$ cat config.mk
export PLATFORM = sky130hd
export DESIGN_NAME = ddbl_ctrl
export DESIGN_NICKNAME = d
export VERILOG_FILES = /design/src/core/ddbl_pkg.sv /design/src/core/ddbl_pin_if.sv /design/src/core/ddbl_pin_drv.sv /design/src/core/ddbl_avs.sv /design/src/core/ddbl_ctrl.sv
export VERILOG_INCLUDE_DIRS = /design/src /design/src/core
export SDC_FILE = /design/constraint.sdc
export NUM_CORES = 1
export LEC_CHECK = 0
export BUFFER_PORTS_ARGS = -buffer_cell sky130_fd_sc_hd__buf_2
export CAP_MARGIN = 40
export CELL_PAD_IN_SITES_DETAIL_PLACEMENT = 1
export CELL_PAD_IN_SITES_GLOBAL_PLACEMENT = 1
export CORE_MARGIN = 3
export CORE_UTILIZATION = 37
export DETAILED_ROUTE_END_ITERATION = 10
export PLACE_DENSITY_LB_ADDON = 0.1
export SYNTH_ARGS = -nofsm -noshare
export SYNTH_HDL_FRONTEND = slang
export SYNTH_SLANG_ARGS = --single-unit
$ cat constraint.sdc
create_clock -name clk_i -period 1.5 [get_ports clk_i]
set_input_delay 0.375 -clock clk_i [delete_from_list [all_inputs] [get_ports clk_i]]
set_output_delay 0.375 -clock clk_i [all_outputs]
set_load 0.005 [all_outputs]
$ cat src/core/ddbl_consts.svh
// How it works
// - code sent as two byte writes
// - upper nibble on low four bus lines
// - auto mode needs four writes
// - strobed mode: four writes, one strobe
// - byte select low lower, high upper
// - channel select low first channel
`ifndef DDBL_CONSTS_SVH
`define DDBL_CONSTS_SVH
// ----------------------------------------
// register map of the controller
// ----------------------------------------
`define DDBL_ADDR_W 4
`define DDBL_REG_CTRL 4'h0
`define DDBL_REG_CODE_A 4'h4
`define DDBL_REG_CODE_B 4'h8
`define DDBL_REG_STATUS 4'hC
`define DDBL_CTRL_GO_BIT 0
`define DDBL_CTRL_STROBED_BIT 1
`define DDBL_CTRL_RESET_BIT 2
`define DDBL_CTRL_HIFIRST_BIT 3
`define DDBL_CODE_W 12
`define DDBL_CODE_MAX 12'hFFF
// ----------------------------------------
// pin timing, in ns and in cycles
// ----------------------------------------
`define DDBL_CLK_NS 10
`define DDBL_SETUP_NS 40
`define DDBL_PULSE_NS 60
`define DDBL_HOLD_NS 20
`define DDBL_RESET_NS 100
`define DDBL_CYC(ns) (((ns) + `DDBL_CLK_NS - 1) / `DDBL_CLK_NS)
`define DDBL_CNT_W 4
`endif

$ cat src/core/ddbl_pkg.sv
package ddbl_pkg;
    typedef enum logic [3:0] {
        DDBL_IDLE = 4'b0000,
        DDBL_RST_LOW = 4'b0001,
        DDBL_SETUP = 4'b0010,
        DDBL_PULSE = 4'b0011,
        DDBL_HOLD = 4'b0100,
        DDBL_XFER = 4'b0101,
        DDBL_XFER_HOLD = 4'b0110,
        DDBL_NEXT = 4'b0111
    } ddbl_state_t;
    typedef struct packed {
        logic chan;
        logic upper;
        logic [7:0] data;
    } ddbl_byte_t;
endpackage

$ cat src/core/ddbl_pin_if.sv
`timescale 1ns/1ps
interface ddbl_pin_if;
    logic [7:0] bus;
    logic chan_sel;
    logic byte_sel;
    logic write_n;
    logic transfer_strobe_n;
    logic dev_reset_n;
    modport drv (output bus, chan_sel, byte_sel, write_n, transfer_strobe_n, dev_reset_n);
    modport mon (input bus, chan_sel, byte_sel, write_n, transfer_strobe_n, dev_reset_n);
endinterface

$ cat src/core/ddbl_pin_drv.sv
`timescale 1ns/1ps
`include "ddbl_consts.svh"
module ddbl_pin_drv
    import ddbl_pkg::*;
(
    // clock and reset
    input wire logic clk_i,
    input wire logic reset_n_i,
    // pin control from sequencer
    input wire logic [7:0] bus_i,
    input wire logic chan_i,
    input wire logic byte_i,
    input wire logic write_n_i,
    input wire logic strobe_n_i,
    input wire logic dev_reset_n_i,
    // pins
    ddbl_pin_if.drv pins
);
    // pins stay inactive and device held in reset from reset onward
    always_ff @(posedge clk_i or negedge reset_n_i) begin
        if (!reset_n_i) begin
            pins.bus <= 8'h00;
            pins.chan_sel <= 1'b0;
            pins.byte_sel <= 1'b0;
            pins.write_n <= 1'b1;
            pins.transfer_strobe_n <= 1'b1;
            pins.dev_reset_n <= 1'b0;
        end else begin
            pins.bus <= bus_i;
            pins.chan_sel <= chan_i;
            pins.byte_sel <= byte_i;
            pins.write_n <= write_n_i;
            pins.transfer_strobe_n <= strobe_n_i;
            pins.dev_reset_n <= dev_reset_n_i;
        end
    end
endmodule // ddbl_pin_drv

$ cat src/core/ddbl_avs.sv
`timescale 1ns/1ps
`include "ddbl_consts.svh"
module ddbl_avs
    import ddbl_pkg::*;
(
    // clock and reset
    input wire logic clk_i,
    input wire logic reset_n_i,
    // avalon slave
    input wire logic [`DDBL_ADDR_W-1:0] address_i,
    input wire logic read_i,
    input wire logic write_i,
    input wire logic [31:0] writedata_i,
    output logic [31:0] readdata_o,
    output logic waitrequest_o,
    // register contents
    output logic [3:0] ctrl_o,
    output logic go_o,
    output logic [11:0] code_a_o,
    output logic [11:0] code_b_o,
    input wire logic busy_i,
    input wire logic [3:0] state_i
);
    logic wait_q;
    logic [3:0] ctrl_q;
    logic go_q;
    logic [11:0] code_a_q;
    logic [11:0] code_b_q;
    logic [31:0] readdata_q;
    logic take;
    logic commit;
    // waitrequest idles high so it comes from a flop; one wait cycle per access
    assign take = (read_i || write_i) && wait_q;
    // writes land only at the edge where waitrequest is seen low
    assign commit = write_i && !wait_q;
    always_ff @(posedge clk_i or negedge reset_n_i) begin
        if (!reset_n_i) begin
            wait_q <= 1'b1;
        end else begin
            wait_q <= !take;
        end
    end

    always_ff @(posedge clk_i or negedge reset_n_i) begin
        if (!reset_n_i) begin
            ctrl_q <= 4'h0;
            code_a_q <= 12'h000;
            code_b_q <= 12'h000;
        end else if (commit) begin
            if (address_i == `DDBL_REG_CTRL) begin
                ctrl_q <= {writedata_i[3:1], 1'b0};
            end else if (address_i == `DDBL_REG_CODE_A) begin
                code_a_q <= writedata_i[11:0];
            end else if (address_i == `DDBL_REG_CODE_B) begin
                code_b_q <= writedata_i[11:0];
            end
        end
    end
    // go is write-only; a go written while busy is ignored, other ctrl and code writes still land
    always_ff @(posedge clk_i or negedge reset_n_i) begin
        if (!reset_n_i) begin
            go_q <= 1'b0;
        end else begin
            go_q <= commit && !busy_i && (address_i == `DDBL_REG_CTRL)
                && writedata_i[`DDBL_CTRL_GO_BIT];
        end
    end

    // read data taken in the wait cycle, stands when waitrequest drops
    always_ff @(posedge clk_i or negedge reset_n_i) begin
        if (!reset_n_i) begin
            readdata_q <= 32'h0000_0000;
        end else if (take && read_i) begin
            if (address_i == `DDBL_REG_CTRL) begin
                readdata_q <= {28'h0000000, ctrl_q};
            end else if (address_i == `DDBL_REG_CODE_A) begin
                readdata_q <= {20'h00000, code_a_q};
            end else if (address_i == `DDBL_REG_CODE_B) begin
                readdata_q <= {20'h00000, code_b_q};
            end else if (address_i == `DDBL_REG_STATUS) begin
                readdata_q <= {27'h0, state_i, busy_i};
            end else begin
                readdata_q <= 32'h0000_0000;
            end
        end
    end

    assign readdata_o = readdata_q;
    assign waitrequest_o = wait_q;
    assign ctrl_o = ctrl_q;
    assign go_o = go_q;
    assign code_a_o = code_a_q;
    assign code_b_o = code_b_q;
endmodule // ddbl_avs

$ cat src/core/ddbl_ctrl.sv
// Added by the designer: the Avalon-MM slave port and the placing of the registers.
`timescale 1ns/1ps
`include "ddbl_consts.svh"
module ddbl_ctrl
    import ddbl_pkg::*;
(
    // clock and reset
    input wire logic clk_i,
    input wire logic reset_n_i,
    // avalon-mm slave
    input wire logic [`DDBL_ADDR_W-1:0] avs_address_i,
    input wire logic avs_read_i,
    input wire logic avs_write_i,
    input wire logic [31:0] avs_writedata_i,
    output logic [31:0] avs_readdata_o,
    output logic avs_waitrequest_o,
    // device pins
    output logic [7:0] dac_bus_o,
    output logic dac_chan_sel_o,
    output logic dac_byte_sel_o,
    output logic dac_write_n_o,
    output logic transfer_strobe_n_o,
    output logic dac_reset_n_o,
    // status
    output logic busy_o
);
    localparam logic [`DDBL_CNT_W-1:0] SETUP_C = `DDBL_CNT_W'(`DDBL_CYC(`DDBL_SETUP_NS));
    localparam logic [`DDBL_CNT_W-1:0] PULSE_C = `DDBL_CNT_W'(`DDBL_CYC(`DDBL_PULSE_NS));
    localparam logic [`DDBL_CNT_W-1:0] HOLD_C = `DDBL_CNT_W'(`DDBL_CYC(`DDBL_HOLD_NS));
    localparam logic [`DDBL_CNT_W-1:0] RESET_C = `DDBL_CNT_W'(`DDBL_CYC(`DDBL_RESET_NS));

    ddbl_pin_if pins();
    logic [3:0] ctrl_q;
    logic go_pulse;
    logic [11:0] code_a_q;
    logic [11:0] code_b_q;
    ddbl_state_t state_q;
    logic [`DDBL_CNT_W-1:0] cnt_q;
    logic [1:0] idx_q;
    logic strobed_q;
    logic hifirst_q;
    logic [7:0] bus_d;
    logic chan_d;
    logic byte_d;
    logic upper_now;
    logic busy_q;

    ddbl_avs u_avs (
        .clk_i(clk_i),
        .reset_n_i(reset_n_i),
        .address_i(avs_address_i),
        .read_i(avs_read_i),
        .write_i(avs_write_i),
        .writedata_i(avs_writedata_i),
        .readdata_o(avs_readdata_o),
        .waitrequest_o(avs_waitrequest_o),
        .ctrl_o(ctrl_q),
        .go_o(go_pulse),
        .code_a_o(code_a_q),
        .code_b_o(code_b_q),
        .busy_i(busy_q),
        .state_i(state_q)
    );

    // ----------------------------------------
    // byte selection
    // ----------------------------------------
    // two bytes per code, order chosen
    assign upper_now = idx_q[0] ^ hifirst_q;
    assign chan_d = idx_q[1];
    assign byte_d = upper_now;
    always_comb begin
        bus_d = 8'h00;
        if (upper_now) begin
            bus_d = {4'h0, (idx_q[1] ? code_b_q[11:8] : code_a_q[11:8])};
        end else begin
            bus_d = idx_q[1] ? code_b_q[7:0] : code_a_q[7:0];
        end
    end

    // ----------------------------------------
    // sequencer
    // ----------------------------------------
    always_ff @(posedge clk_i or negedge reset_n_i) begin
        if (!reset_n_i) begin
            state_q <= DDBL_RST_LOW;
            cnt_q <= RESET_C;
            idx_q <= 2'b00;
            strobed_q <= 1'b0;
            hifirst_q <= 1'b0;
        end else begin
            case (state_q)
                DDBL_IDLE: begin
                    if (ctrl_q[`DDBL_CTRL_RESET_BIT]) begin
                        state_q <= DDBL_RST_LOW;
                        cnt_q <= RESET_C;
                    end else if (go_pulse) begin
                        state_q <= DDBL_SETUP;
                        cnt_q <= SETUP_C;
                        idx_q <= 2'b00;
                        strobed_q <= ctrl_q[`DDBL_CTRL_STROBED_BIT];
                        hifirst_q <= ctrl_q[`DDBL_CTRL_HIFIRST_BIT];
                    end
                end
                DDBL_RST_LOW: begin
                    if (cnt_q != 0) begin
                        cnt_q <= cnt_q - 1'b1;
                    end else if (!ctrl_q[`DDBL_CTRL_RESET_BIT]) begin
                        state_q <= DDBL_IDLE;
                    end
                end
                DDBL_SETUP: begin
                    if (cnt_q != 0) begin
                        cnt_q <= cnt_q - 1'b1;
                    end else begin
                        state_q <= DDBL_PULSE;
                        cnt_q <= PULSE_C;
                    end
                end
                DDBL_PULSE: begin
                    if (cnt_q != 0) begin
                        cnt_q <= cnt_q - 1'b1;
                    end else begin
                        state_q <= DDBL_HOLD;
                        cnt_q <= HOLD_C;
                    end
                end
                DDBL_HOLD: begin
                    if (cnt_q != 0) begin
                        cnt_q <= cnt_q - 1'b1;
                    end else begin
                        state_q <= DDBL_NEXT;
                    end
                end
                DDBL_NEXT: begin
                    if (idx_q != 2'b11) begin
                        idx_q <= idx_q + 2'b01;
                        state_q <= DDBL_SETUP;
                        cnt_q <= SETUP_C;
                    end else if (strobed_q) begin
                        state_q <= DDBL_XFER;
                        cnt_q <= PULSE_C;
                    end else begin
                        state_q <= DDBL_IDLE;
                    end
                end
                DDBL_XFER: begin
                    if (cnt_q != 0) begin
                        cnt_q <= cnt_q - 1'b1;
                    end else begin
                        state_q <= DDBL_XFER_HOLD;
                        cnt_q <= HOLD_C;
                    end
                end
                DDBL_XFER_HOLD: begin
                    if (cnt_q != 0) begin
                        cnt_q <= cnt_q - 1'b1;
                    end else begin
                        state_q <= DDBL_IDLE;
                    end
                end
                default: begin
                    state_q <= DDBL_IDLE;
                end
            endcase
        end
    end

    // strobe held low during the second byte write of each code in auto mode so that byte passes through
    logic write_n_d;
    logic strobe_n_d;
    logic dev_rst_n_d;
    always_comb begin
        write_n_d = (state_q != DDBL_PULSE);
        strobe_n_d = !(state_q == DDBL_XFER ||
            (!strobed_q && state_q == DDBL_PULSE && upper_now != hifirst_q));
        dev_rst_n_d = (state_q != DDBL_RST_LOW);
    end

    always_ff @(posedge clk_i or negedge reset_n_i) begin
        if (!reset_n_i) begin
            busy_q <= 1'b1;
        end else begin
            busy_q <= (state_q != DDBL_IDLE) || go_pulse;
        end
    end

    ddbl_pin_drv u_drv (
        .clk_i(clk_i),
        .reset_n_i(reset_n_i),
        .bus_i(bus_d),
        .chan_i(chan_d),
        .byte_i(byte_d),
        .write_n_i(write_n_d),
        .strobe_n_i(strobe_n_d),
        .dev_reset_n_i(dev_rst_n_d),
        .pins(pins)
    );

    assign dac_bus_o = pins.bus;
    assign dac_chan_sel_o = pins.chan_sel;
    assign dac_byte_sel_o = pins.byte_sel;
    assign dac_write_n_o = pins.write_n;
    assign transfer_strobe_n_o = pins.transfer_strobe_n;
    assign dac_reset_n_o = pins.dev_reset_n;
    assign busy_o = busy_q;
endmodule // ddbl_ctrl

==> out/results.tsv <==
metric	value	unit
rsz0062_at_grt	yes	
wl_per_cell	17.14	um
hold_buffers	0	
crit_family	compound AO/OA/AOI/OAI gates	
fmax	604.4	MHz
synth_top_area_share	44.55	%
status	finished, violations left	
vias	2377	
netlist_area	0.003314	mm^2
synth_area_leaders	dfrtp_1, dfstp_2, buf_4	
final_area	0.004145	mm^2
skew	9.784	ps
grt_usage	16.60	%
portBuffers	46	
grt_max_degree	52	
cts_tree	yes	
end_kind	register	
die_w	100.6	um
clkLatencyLatePin	340	ps
vias_per_cell	5.145	
grt_pass1_vias	2494	
numCtsBuffers	9	
rrSetupSlack	-150	ps
gr-total-overflow	0	
first_pass_iters	4	
final_antenna_net_count	0	
drtIter0Drc	40	
power_leakage	2.016	nW
fin_ws	-154.6	ps
fin_nets	394	
htreeDepth	3	
clk_path_buf_depth	2	
core-area	0.008464	mm^2
drive_gt1_share	47.06	%
final_hold_viol_count	0	
gp_congestion	0.7346	
drv_cap	0	
cpMaxStageDelayCell	dfrtp_1	
syn2layout_area_growth	25.07	%
die-height	100.6	um
synth_top_area_cell	dfrtp_1	
hold_path.class	in -> async	
violations	setup timing	
die_area	0.01013	mm^2
worstSetupPathType	reg -> reg	
ys_types	53	
avgSynthCellArea	12.05	um^2
antenna_found_initial	0	
rows	33	
power_density	1594	mW/mm^2
ys_ff_latch	66	
ys_warn_count	0	
grt_first_pass_wirelength	12.96	mm
fin_crit	1655	ps
start_util	39.16	%
detailed_place_hpwl	5.668	mm
cts_sinks	66	
critPathBufInv	1	
synthFlopType	dfrtp_1	
wl	7.917	mm
crit_chain	inv_2 -> ha_4 -> nor3b_4 -> a21oi_2 -> a221oi_2 -> nor3_2 -> a21o_1	
final.period_utilization	110.3	%
place_area	0.003792	mm^2
crit_arrival	1890	ps
finalSetupViolations	5	
rr_worst_depth	7	
slowest_delay	390	ps
cts_root_buffer	clkbuf_8	
slew_violations	0	
fin_hold_ws	23.00	ps
io_pins	87	
worstPathMaxFanout	6	
post-place-cells	444	
vdd_drop_max	0.0005933	V
diodes	0	
r2r-start	cnt_q[0]$_DFFE_PN0P_	
synthCells	275	
power.total	6.607	mW
synth_edf_count	0	
instances_no_fill	462	
worst_r2r_endpoint	cnt_q[0]$_DFFE_PN0P_	
setup_tns	-496.0	ps
async_reset_ff_share	100.0	%
cts.clk_slew.worst_paths	80	ps
cp.required	1740	ps
drc	0	
yosysSeqAreaShare	50.09	%
fillers	918	
start_kind	register	
==> registers in the layout, indices dropped and copies added (netlist names) <==
signal,flops
u_drv.pins.chan_sel,1
u_avs.waitrequest_o,1
u_avs.readdata_o,12
u_drv.pins.bus,8
hifirst_q,1
u_drv.pins.dev_reset_n,1
idx_q,2
u_avs.ctrl_o,3
u_avs.code_a_o,12
u_drv.pins.byte_sel,1
u_drv.pins.write_n,1
u_avs.code_b_o,12
u_drv.pins.transfer_strobe_n,1
state_q,3
strobed_q,1
cnt_q,4
busy_o,1
u_avs.go_o,1
==> metal layers <==
| layer | routed length [um] | vias to the layer above | track usage (%) |
|---|---|---|---|
| met3 | 404 | 10 | 3.668 |
| met2 | 3689 | 61 | 25.77 |
| met4 | 93 | 0 | 5.285 |
| met5 | 0 | - | 0 |
| met1 | 3729 | 1196 | 23.12 |
| li1 | - | 1110 | - |
==> final cells by class <==
cell class / instances / area [um^2] / area share (%)
Timing Repair Buffer: 83 / 553.0 / 13.34
Inverter: 6 / 22.52 / 0.5433
Sequential cell: 66 / 1660 / 40.05
Multi-Input combinational cell: 186 / 1551 / 37.43
Clock inverter: 5 / 85.08 / 2.053
Tap cell: 105 / 131.4 / 3.169
Clock buffer: 11 / 141.4 / 3.411
==> worst register-to-register path, cell delays in order (launching register included) <==
cell and delay, ps:
dfrtp_1 390, inv_2 70, ha_4 170, nor3b_4 280, a21oi_2 120, a221oi_2 300
nor3_2 60, a21o_1 150
==> layout by cell type (no fill, tap or decap), types with 5 or more instances in the layout <==
| cell type | n |
|---|---|
| mux4_2 | 7 |
| a22o_1 | 6 |
| o21ai_1 | 8 |
| mux2_2 | 14 |
| buf_2 | 46 |
| o21ai_0 | 9 |
| conb_1 | 20 |
| mux2_4 | 12 |
| buf_4 | 32 |
| nand2_1 | 21 |
| clkbuf_8 | 10 |
| nor2_1 | 8 |
| dfrtp_1 | 59 |
| nand3_1 | 8 |
| mux2i_1 | 5 |
| dfstp_2 | 7 |
| a21oi_2 | 5 |
| a22oi_1 | 9 |
==> how the worst max path moves through the flow <==
stage                               from                             to  slack (ps)  cells after the start
detailed placement      avs_address_i[1]  u_avs.code_b_o[4]$_DFFE_PN0P_        -140                      5
global route        cnt_q[1]$_DFFE_PN1P_           cnt_q[2]$_DFFE_PN0P_        -240                      7
finish              cnt_q[0]$_DFFE_PN0P_           cnt_q[0]$_DFFE_PN0P_        -150                      7
floorplan           cnt_q[0]$_DFFE_PN0P_           cnt_q[0]$_DFFE_PN0P_         -30                      7
global placement        avs_address_i[1]  u_avs.code_a_o[6]$_DFFE_PN0P_        -110                      5
CTS                 cnt_q[1]$_DFFE_PN1P_           cnt_q[2]$_DFFE_PN0P_        -130                      7
==> power by group <==
group	total, mW	switching (mW)	leakage [nW]	internal [mW]
logic	2.30	1.07	1.06	1.23
registers	2.58	0.333	0.848	2.24
clock network	1.74	0.741	0.111	0.995
total	6.61	2.14	2.02	4.46
==> metrics by stage <==
step / util [%] / setup slack (ps)
after global routing: 48.97 / -239.5
after detailed placement: 44.80 / -140.8
final: 48.97 / -154.6
after CTS: 47.92 / -130.2
after global placement: 44.80 / -108.9
after floorplan: - / -27.12
==> cell families after synthesis <==
kind of cell             count (synthesis)  share of synthesized area (%)
AND/OR/NAND/NOR                         67                          12.16
flip-flops                              66                          50.09
XOR/XNOR                                 2                         0.5286
adder cells (fa/ha/maj)                  2                         0.7549
AO/OA/AOI/OAI                           53                          11.02
buffers and inverters                   42                          8.871
multiplexers                            42                          16.46
other                                    1                         0.1131
==> cells in the mapped netlist, types with 2 or more instances <==
master and instances:
nand2_1 22, a21oi_1 6, a21o_1 2, o21ai_0 19, nand2_2 3, nor3_1 3
inv_1 6, dfstp_2 7, clkbuf_8 2, nor2b_1 4, mux2i_1 5, mux4_2 7
xor2_1 2, a22o_1 6, mux2_2 14, ha_1 2, nand3_1 9, mux2_1 16
o311ai_1 2, buf_4 24, buf_2 3, buf_6 3, nor2_1 9, clkbuf_1 4
a22oi_1 9, dfrtp_1 59
==> repair_timing <==
| action | 4_1_cts | 5_1_grt |
|---|---|---|
| pin swaps | 6 | 7 |
| setup buffers | 2 | 1 |
| endpoints found under the setup margin | 8 | 24 |
| gates resized for setup | 8 | 30 |
(Power assumes the default switching activity.)
